`config.mk`:
```
export PLATFORM = sky130hd
export DESIGN_NAME = floppy_device_end_flat
export DESIGN_NICKNAME = d
export VERILOG_FILES = /design/src/design/floppy_pkg.sv /design/src/design/floppy_link_if.sv /design/src/design/floppy_device_end.sv /design/src/flat_wrapper.sv
export VERILOG_INCLUDE_DIRS = /design/src /design/src/design
export SDC_FILE = /design/constraint.sdc
export NUM_CORES = 1
export LEC_CHECK = 0
export BUFFER_PORTS_ARGS = -buffer_cell sky130_fd_sc_hd__buf_2
export CORE_ASPECT_RATIO = 0.8
export CORE_MARGIN = 5
export CORE_UTILIZATION = 25
export CTS_BUF_LIST = sky130_fd_sc_hd__clkbuf_16
export CTS_CLUSTER_DIAMETER = 200
export DETAILED_ROUTE_END_ITERATION = 12
export GPL_TIMING_DRIVEN = 0
export PLACE_DENSITY = 0.49
export SETUP_SLACK_MARGIN = 0.02
export SLEW_MARGIN = 10
export SYNTH_ARGS = -nofsm -noshare
export SYNTH_HDL_FRONTEND = slang
export SYNTH_SLANG_ARGS = --single-unit
export TNS_END_PERCENT = 100
```
`constraint.sdc`:
```
create_clock -name core_clk_in -period 2.3 [get_ports core_clk_in]
set_clock_uncertainty 0.1 [all_clocks]
set_input_delay 0.23 -clock core_clk_in [delete_from_list [all_inputs] [get_ports core_clk_in]]
set_output_delay 0.23 -clock core_clk_in [all_outputs]
set_load 0.02 [all_outputs]
```
`src/design/floppy_consts.svh`:
```
// Constants shared by both ends of the floppy host handshake.
// Assumes a 100 MHz core clock on both ends.
`ifndef FLOPPY_CONSTS_SVH
`define FLOPPY_CONSTS_SVH

// Clock rate in MHz.
`define FLP_CLK_MHZ 100

// Host timing: command line settle time and strobe width.
`define FLP_CMD_SETUP_NS 100
`define FLP_CMD_SETUP_CYC ((`FLP_CMD_SETUP_NS * `FLP_CLK_MHZ + 999) / 1000)
`define FLP_STROBE_NS 1000
`define FLP_STROBE_CYC ((`FLP_STROBE_NS * `FLP_CLK_MHZ + 999) / 1000)

// Device timing: least access delay and longest answer window.
`define FLP_ACCESS_MIN_US 1000
`define FLP_ACCESS_MIN_CYC (`FLP_ACCESS_MIN_US * `FLP_CLK_MHZ)
`define FLP_REPLY_MAX_US 64
`define FLP_REPLY_MAX_CYC (`FLP_REPLY_MAX_US * `FLP_CLK_MHZ)

// Words in one sector.
`define FLP_SECTOR_WORDS 128

// Host register byte offsets.
`define FLP_REG_CMD 8'h00
`define FLP_REG_WORD 8'h04
`define FLP_REG_RDATA 8'h08
`define FLP_REG_STATUS 8'h0c
`define FLP_REG_IRQ_STAT 8'h10
`define FLP_REG_IRQ_CLR 8'h14
`define FLP_REG_IRQ_EN 8'h18

// Interrupt status bit positions and reset values.
`define FLP_IRQ_DONE 0
`define FLP_IRQ_REQ 1
`define FLP_IRQ_LATE 2
`define FLP_IRQ_RST 3'h0

`endif

```
`src/design/floppy_pkg.sv`:
```
// Types shared by both ends of the floppy host handshake.
// Assumes nothing beyond a SystemVerilog compiler.
package floppy_pkg;

	// Operation codes, in the order of their two-bit encoding.
	typedef enum logic [1:0] {
		OP_SELECT,
		OP_READ,
		OP_WRITE,
		OP_SEEK
	} op_e;

	// Layout of the sixteen-bit command word, most significant first.
	typedef struct packed {
		logic       spare;
		op_e        op;
		logic [1:0] drive;
		logic [6:0] track;
		logic [3:0] sector;
	} cmd_s;

endpackage : floppy_pkg

```
`src/design/floppy_link_if.sv`:
```
// Parallel link between the host end and the device end.
// Assumes both ends run on their own clocks; every strobe is asynchronous.
`timescale 1ns/1ps
interface floppy_link_if;

	logic [15:0] cmd_word;
	logic        command_pulse_n;
	logic [15:0] wr_data;
	logic        word_strobe_n;
	logic [15:0] rd_data;
	logic        word_request_flag;
	logic        formatter_idle;
	logic        late_service_flag;
	logic        crc_fault_flag;

	// Device end of the link.
	modport dev (
		input  cmd_word, command_pulse_n, wr_data, word_strobe_n,
		output rd_data, word_request_flag, formatter_idle,
		output late_service_flag, crc_fault_flag
	);

	// Host end of the link.
	modport host (
		output cmd_word, command_pulse_n, wr_data, word_strobe_n,
		input  rd_data, word_request_flag, formatter_idle,
		input  late_service_flag, crc_fault_flag
	);

endinterface : floppy_link_if

```
`src/design/floppy_device_end.sv`:
```
// Device end of the floppy host handshake: command capture, sector word
// requests with answer window, rate error and zero fill.
// Assumes a disk side that reports head arrival and paces word slots.
//
// Register access over APB and the placing of the registers were chosen for this implementation.
`timescale 1ns/1ps
`include "floppy_consts.svh"
module floppy_device_end #(
	parameter int unsigned ACCESS_MIN_CYCLES = `FLP_ACCESS_MIN_CYC,
	parameter int unsigned REPLY_MAX_CYCLES  = `FLP_REPLY_MAX_CYC,
	parameter int unsigned SECTOR_WORDS      = `FLP_SECTOR_WORDS
) (
	// Clock and reset.
	input  wire logic        core_clk_in,
	input  wire logic        sys_rst_in,
	// Link to the host.
	floppy_link_if.dev       link,
	// Disk side status and read words.
	input  wire logic        disk_ready_in,
	input  wire logic        disk_slot_in,
	input  wire logic [15:0] disk_rd_data_in,
	input  wire logic        crc_error_in,
	// Disk side command and write words.
	output logic             cmd_start_out,
	output logic [15:0]      cmd_out,
	output logic             disk_wr_valid_out,
	output logic [15:0]      disk_wr_data_out
);

	typedef enum logic [2:0] {
		ST_IDLE,
		ST_ARMED,
		ST_ACCESS,
		ST_SLOT,
		ST_PRESENT,
		ST_REQ
	} state_e;

	// Strobe synchronisers: bit 0 command, bit 1 word.
	logic [1:0] meta_q;
	logic [1:0] sync_q;
	logic [1:0] last_q;
	logic [1:0] fall;
	logic [1:0] rise;

	state_e          state_q, state_d;
	floppy_pkg::cmd_s cmd_q, cmd_d;
	logic [31:0]     wait_q, wait_d;
	logic [7:0]      words_q, words_d;
	logic [15:0]     rd_q, rd_d;
	logic [15:0]     hold_q, hold_d;
	logic [15:0]     wr_out_q, wr_out_d;
	logic            req_q, req_d;
	logic            idle_q, idle_d;
	logic            late_q, late_d;
	logic            crc_q, crc_d;
	logic            zero_q, zero_d;
	logic            have_q, have_d;
	logic            start_q, start_d;
	logic            wr_valid_q, wr_valid_d;
	logic            clr_flags;
	logic            late_set;
	logic            is_write;

	// Two flops before any logic, a third only for edge detection.
	always_ff @(posedge core_clk_in) begin
		if (sys_rst_in) begin
			meta_q <= 2'h3;
			sync_q <= 2'h3;
			last_q <= 2'h3;
		end else begin
			meta_q <= {link.word_strobe_n, link.command_pulse_n};
			sync_q <= meta_q;
			last_q <= sync_q;
		end
	end

	// Edge pulses last one cycle each.
	assign fall = last_q & ~sync_q;
	assign rise = ~last_q & sync_q;

	assign is_write = (cmd_q.op == floppy_pkg::OP_WRITE);

	// Sequencer next state.
	always_comb begin
		state_d    = state_q;
		cmd_d      = cmd_q;
		wait_d     = wait_q;
		words_d    = words_q;
		rd_d       = rd_q;
		hold_d     = hold_q;
		wr_out_d   = wr_out_q;
		req_d      = req_q;
		idle_d     = idle_q;
		zero_d     = zero_q;
		have_d     = have_q;
		start_d    = 1'b0;
		wr_valid_d = 1'b0;
		clr_flags  = 1'b0;
		late_set   = 1'b0;
		case (state_q)
			ST_IDLE: begin
				// Commands strobed while busy are ignored.
				if (fall[0]) begin
					cmd_d     = link.cmd_word;
					clr_flags = 1'b1;
					state_d   = ST_ARMED;
				end
			end
			ST_ARMED: begin
				if (rise[0]) begin
					idle_d  = 1'b0;
					start_d = 1'b1;
					wait_d  = 32'h0;
					words_d = 8'h0;
					zero_d  = 1'b0;
					have_d  = 1'b0;
					if (cmd_q.op == floppy_pkg::OP_SELECT) begin
						state_d = ST_IDLE;
					end else begin
						state_d = ST_ACCESS;
					end
				end
			end
			ST_ACCESS: begin
				if (wait_q != 32'hffffffff) begin
					wait_d = wait_q + 32'h1;
				end
				// A seek needs no minimum; data commands do.
				if (disk_ready_in) begin
					if (cmd_q.op == floppy_pkg::OP_SEEK) begin
						state_d = ST_IDLE;
					end else if (wait_q >= ACCESS_MIN_CYCLES - 1) begin
						state_d = ST_SLOT;
					end
				end
			end
			ST_SLOT: begin
				if (disk_slot_in) begin
					if (is_write && have_q) begin
						wr_valid_d = 1'b1;
						wr_out_d   = zero_q ? 16'h0 : hold_q;
						have_d     = 1'b0;
					end
					if (words_q == 8'(SECTOR_WORDS)) begin
						state_d = ST_IDLE;
					end else if (is_write && zero_q) begin
						have_d  = 1'b1;
						words_d = words_q + 8'h1;
					end else begin
						rd_d    = disk_rd_data_in;
						state_d = ST_PRESENT;
					end
				end
			end
			ST_PRESENT: begin
				// Read data has stood one cycle before the request rises.
				req_d   = 1'b1;
				wait_d  = 32'h0;
				state_d = ST_REQ;
			end
			ST_REQ: begin
				wait_d = wait_q + 32'h1;
				if (is_write && fall[1] && req_q) begin
					hold_d = link.wr_data;
					req_d  = 1'b0;
					have_d = 1'b1;
				end
				if (rise[1]) begin
					req_d   = 1'b0;
					words_d = words_q + 8'h1;
					state_d = ST_SLOT;
				end else if (wait_q >= REPLY_MAX_CYCLES - 1) begin
					late_set = 1'b1;
					req_d    = 1'b0;
					words_d  = words_q + 8'h1;
					state_d  = ST_SLOT;
					if (is_write) begin
						zero_d = 1'b1;
						have_d = 1'b1;
					end
				end
			end
			default: begin
				state_d = ST_IDLE;
			end
		endcase
		// Idle returns once the sequencer settles back in idle. A select
		// passes from armed straight to idle, so idle stays low for that
		// one cycle and the host still sees that the command was taken.
		if (state_q != ST_ARMED && state_d == ST_IDLE) begin
			idle_d = 1'b1;
		end
		// A new event beats the clear of the same cycle.
		late_d = (late_q & ~clr_flags) | late_set;
		crc_d  = (crc_q & ~clr_flags) |
		         (crc_error_in && state_q != ST_IDLE);
	end

	// Sequencer registers.
	always_ff @(posedge core_clk_in) begin
		if (sys_rst_in) begin
			state_q    <= ST_IDLE;
			cmd_q      <= '0;
			wait_q     <= 32'h0;
			words_q    <= 8'h0;
			rd_q       <= 16'h0;
			hold_q     <= 16'h0;
			wr_out_q   <= 16'h0;
			req_q      <= 1'b0;
			idle_q     <= 1'b1;
			late_q     <= 1'b0;
			crc_q      <= 1'b0;
			zero_q     <= 1'b0;
			have_q     <= 1'b0;
			start_q    <= 1'b0;
			wr_valid_q <= 1'b0;
		end else begin
			state_q    <= state_d;
			cmd_q      <= cmd_d;
			wait_q     <= wait_d;
			words_q    <= words_d;
			rd_q       <= rd_d;
			hold_q     <= hold_d;
			wr_out_q   <= wr_out_d;
			req_q      <= req_d;
			idle_q     <= idle_d;
			late_q     <= late_d;
			crc_q      <= crc_d;
			zero_q     <= zero_d;
			have_q     <= have_d;
			start_q    <= start_d;
			wr_valid_q <= wr_valid_d;
		end
	end

	// All outputs come straight from flops.
	assign link.rd_data           = rd_q;
	assign link.word_request_flag = req_q;
	assign link.formatter_idle    = idle_q;
	assign link.late_service_flag = late_q;
	assign link.crc_fault_flag    = crc_q;
	assign cmd_start_out          = start_q;
	assign cmd_out                = cmd_q;
	assign disk_wr_valid_out      = wr_valid_q;
	assign disk_wr_data_out       = wr_out_q;

endmodule : floppy_device_end

```
`src/flat_wrapper.sv`:
```
// flat-port wrapper written by rule: the top's interface ports become plain ports
module floppy_device_end_flat 
#(
	parameter int unsigned ACCESS_MIN_CYCLES = `FLP_ACCESS_MIN_CYC,
	parameter int unsigned REPLY_MAX_CYCLES  = `FLP_REPLY_MAX_CYC,
	parameter int unsigned SECTOR_WORDS      = `FLP_SECTOR_WORDS
)
  (core_clk_in, sys_rst_in, disk_ready_in, disk_slot_in, disk_rd_data_in, crc_error_in, cmd_start_out, cmd_out, disk_wr_valid_out, disk_wr_data_out, link_cmd_word, link_command_pulse_n, link_wr_data, link_word_strobe_n, link_rd_data, link_word_request_flag, link_formatter_idle, link_late_service_flag, link_crc_fault_flag);
  floppy_link_if link_i ();
  input  wire logic core_clk_in;
  input  wire logic sys_rst_in;
  input  wire logic disk_ready_in;
  input  wire logic disk_slot_in;
  input  wire logic [15:0] disk_rd_data_in;
  input  wire logic crc_error_in;
  output logic cmd_start_out;
  output logic [15:0] cmd_out;
  output logic disk_wr_valid_out;
  output logic [15:0] disk_wr_data_out;
  input wire logic [$bits(link_i.cmd_word)-1:0] link_cmd_word;
  input wire logic [$bits(link_i.command_pulse_n)-1:0] link_command_pulse_n;
  input wire logic [$bits(link_i.wr_data)-1:0] link_wr_data;
  input wire logic [$bits(link_i.word_strobe_n)-1:0] link_word_strobe_n;
  output wire logic [$bits(link_i.rd_data)-1:0] link_rd_data;
  output wire logic [$bits(link_i.word_request_flag)-1:0] link_word_request_flag;
  output wire logic [$bits(link_i.formatter_idle)-1:0] link_formatter_idle;
  output wire logic [$bits(link_i.late_service_flag)-1:0] link_late_service_flag;
  output wire logic [$bits(link_i.crc_fault_flag)-1:0] link_crc_fault_flag;
  assign link_i.cmd_word = link_cmd_word;
  assign link_i.command_pulse_n = link_command_pulse_n;
  assign link_i.wr_data = link_wr_data;
  assign link_i.word_strobe_n = link_word_strobe_n;
  assign link_rd_data = link_i.rd_data;
  assign link_word_request_flag = link_i.word_request_flag;
  assign link_formatter_idle = link_i.formatter_idle;
  assign link_late_service_flag = link_i.late_service_flag;
  assign link_crc_fault_flag = link_i.crc_fault_flag;
  floppy_device_end #(.ACCESS_MIN_CYCLES(ACCESS_MIN_CYCLES), .REPLY_MAX_CYCLES(REPLY_MAX_CYCLES), .SECTOR_WORDS(SECTOR_WORDS)) u_core (.core_clk_in(core_clk_in), .sys_rst_in(sys_rst_in), .link(link_i), .disk_ready_in(disk_ready_in), .disk_slot_in(disk_slot_in), .disk_rd_data_in(disk_rd_data_in), .crc_error_in(crc_error_in), .cmd_start_out(cmd_start_out), .cmd_out(cmd_out), .disk_wr_valid_out(disk_wr_valid_out), .disk_wr_data_out(disk_wr_data_out));
endmodule
```
==> summary.md <==
| Metric | Value |
|---|---|
| Main flop type after synthesis | dfxtp_1 |
| Hpwl dp | approximately 11,000 um |
| Pins Over Slew Limit | 0 |
| Syn nets | around 660 |
| Largest net degree at the start of global routing | 17 |
| Synthesized flop and latch total | ~120 |
| Setup ws final | between 0.05 and 0.06 ns |
| Post-synth EDFFs | 0 |
| Detail Route Antenna Nets | 0 |
| Crit path largest cell delay | between 0.5 and 0.6 ns |
| DR vias | ~5,100 |
| Post-Synthesis Cells | approximately 600 |
| PortBufs | between 100 and 150 |
| Root Buffer | clkbuf_16 |
| Area after DPL | between 0.005 and 0.006 mm2 |
| Die height | roughly 140 um |
| # nets final | ~850 |
| Grt total ovfl | 0 |
| Critical Path RT | 2.54 ns |
| Leakage | 2.891 nW |
| Ports | 109 |
| Fmax achieved | around 0.44 GHz |
| Clk slew on worst S/H paths | 0.06 ns |
| Ys Warns | 0 |
| Maximum vdd ir drop | 0.3233 mV |
| Worst path buffer plus inverter count | 1 |
| Clock sink count | approximately 120 |
| TritonCTS Buffers | 17 |
| Clock Tree Buf Depth | 2 |
| Routed len/inst | 14.42 um |
| Ratio of cells with drive above 1 in the final layout | 30.04% |
| H-tree depth | 4 |
| Top-area cell type share of the netlist area | roughly 47% |
| Most common cell in the netlist | dfxtp_1 |
| Post-Syn Area | between 0.005 and 0.006 mm2 |
| Final instance area | approximately 0.0076 mm2 |
| Slew @ Worst Pin | roughly 0.55 ns |
| FP Rows | 46 |
| Area contributors post-synth | dfxtp_1, nand2_1, a21oi_1 |
| Gpl congestion | between 0.7 and 0.8 |
| First-pass GRT wire length | 25,100 um |
| Worst-Skew Late Latency | just over 0.4 ns |
| Status | complete, no violations |
| FILL cells | about 2,000 |
| Worst-path cell chain | nand3_4 > or4_4 > a311o_1 > buf_4 > or3_4 > a21oi_2 |
| Initial core utilization | between 20% and 30% |
| WP data arrival | about 2.5 ns |
| Routed WL | between 15,000 and 20,000 um |
| Die extent in x | 170.1 um |
| Cell taking the most area after synthesis | dfxtp_1 |
| # diodes | 0 |
| Iter 0 DRT Violations | 220 |
| Mean area per synthesized cell | approximately 8.6 um2 |
| Crit path max-delay family | simple AND/OR/NAND/NOR gates |
| Worst path slowest cell | or4_4 |
| Hold Crit Class | primary input to flop |
| Yosys cell types | slightly above 60 |
| DR pass1 iterations | 4 |
| Setup violators final | 0 |
| Setup TNS | 0 ns |
| Most instantiated cells after synthesis | dfxtp_1, nand2_1, a21oi_1, nor2_1, o21ai_0 |
| Worst setup path category | flop to flop |
| Layout area overhead | 48.33% |
| Hold Violations, Final | 0 |
| Critical Path Start Type | flop |
| CP max FO | 5 |
| Crit. End Element | flop |
| Final core utilization | 38.09% |
| Fraction of registers with async set/reset | 0% |
| Fin crit share | about 100% |
| Pwr dens | approximately 690 mW/mm2 |
| Tmin final | between 2 and 2.5 ns |
| Total core area | around 0.020 mm2 |
| Residual DRC count | 0 |
| CTS tree | done |
| Number of global-route vias before repair | approximately 5,000 |
| Register area share after synthesis | between 40% and 50% |
| Unrepaired setup endpoints after global routing | yes |
| Max transition margin | a little over three fifths |
| Post-place setup slack | -0.3974 ns |
| Drt via density | around 4.7 |
| DIE AREA | ~0.023 mm2 |
| Max-Cap Viols | 0 |
| Antenna violations before repair | 0 |
| Tot GR Track Use | ~13% |
-- area by class of cell --
cell class                 instances  area [um2]  area share (%)
clock buffer                      17       425.4           5.592
buffer                            27       160.2           2.105
clock inverter                    15       214.0           2.812
timing repair buffer             180        1210           15.90
inverter                          10       37.54          0.4934
multi-input combinational        439        2770           36.41
sequential                       121        2460           32.34
tap                              264       330.3           4.342
-- sequential cells by signal, indices dropped and copies added, names as in the netlist, 2 cells and up --
signal                   cells
u_core.wait_q               32
u_core.disk_wr_data_out     16
u_core.cmd_out              16
u_core.meta_q                2
u_core.state_q               3
u_core.words_q               8
u_core.link.rd_data         16
u_core.last_q                2
u_core.sync_q                2
u_core.hold_q               16
-- layout by cell type (no fill, tap or decap), drive strengths merged, types with 5 or more instances in the layout --
master | Yosys | layout
buf | 7 | 137
nor3 | 6 | 6
a22o | 16 | 16
nor2 | 38 | 38
clkbuf | 21 | 36
mux2i | 17 | 17
o31ai | 8 | 8
nand2 | 94 | 94
a31oi | 5 | 5
or2 | 9 | 9
and2 | 5 | 5
or3 | 24 | 24
and3 | 5 | 5
dfxtp | 121 | 121
nand3 | 19 | 19
clkinv | 0 | 5
a21oi | 68 | 68
o211ai | 7 | 7
inv | 10 | 15
dlygate4sd3 | 0 | 51
nor4 | 6 | 6
nand4 | 15 | 15
o21ai | 34 | 34
or4 | 12 | 12
-- through the flow --
step / hold WS [ns] / power (mW) / instances
after floorplan: 0.2338 / 2.254 / 598
after CTS: 0.01473 / 5.338 / 1058
after detailed placement: 0.2923 / 2.345 / 969
after global placement: 0.2916 / 2.345 / 969
final: 0.03041 / 5.264 / 1073
after global routing: 0.04764 / 5.457 / 1073
-- worst paths after layout --
check / startpoint / end / slack (ns) / depth (start not counted)
worst max-delay path: u_core.wait_q[7] / u_core.wait_q[23] / 0.05 / 6
worst max register to register: u_core.wait_q[7] / u_core.wait_q[23] / 0.05 / 6
worst min-delay path: crc_error_in / u_core.link.crc_fault_flag / 0.03 / 3
worst min register to register: u_core.meta_q[1] / u_core.sync_q[1] / 0.31 / 1
-- repair_timing --
action	CTS	global route
gates resized for setup	43	54
buffers inserted	7	13
endpoints found under the setup margin	78	77
gates cloned	0	2
hold buffers	51	0
endpoints found under the hold margin	51	0
pin swaps	6	11
-- metal layers --
metal  vias up  part of all wire [%]  wire length, um  global-route usage [%]
li1       2598                     -                -                       -
met2       103                    43             6711                   18.53
met3        18                   5.3              823                   3.619
met1      2360                    50             7715                   18.43
met5         -                     0                0                       0
met4         0                   1.5              226                   4.328
-- logic make-up after synthesis --
| group | synth area share (%) |
|---|---|
| fa+ha+maj | 0.9271 |
| simple gates | 25.23 |
| xor+xnor | 0.3416 |
| buf+inv | 3.245 |
| compound gates | 19.71 |
| flops | 47.23 |
| mux | 3.318 |
-- power breakdown --
part / internal [mW] / switching, mW
combinational: 0.126 / 0.124
sequential: 2.11 / 0.0107
clock: 1.84 / 1.06
-- worst register-to-register path, delay by kind of cell (launching register included) --
family	cells	cell delay, ns
AOI/OAI and AO/OA	2	0.54
and+or+nand+nor	3	0.99
buffers and inverters	1	0.17
DFF	1	0.37
Note: power is estimated with default switching activity, not from simulation.
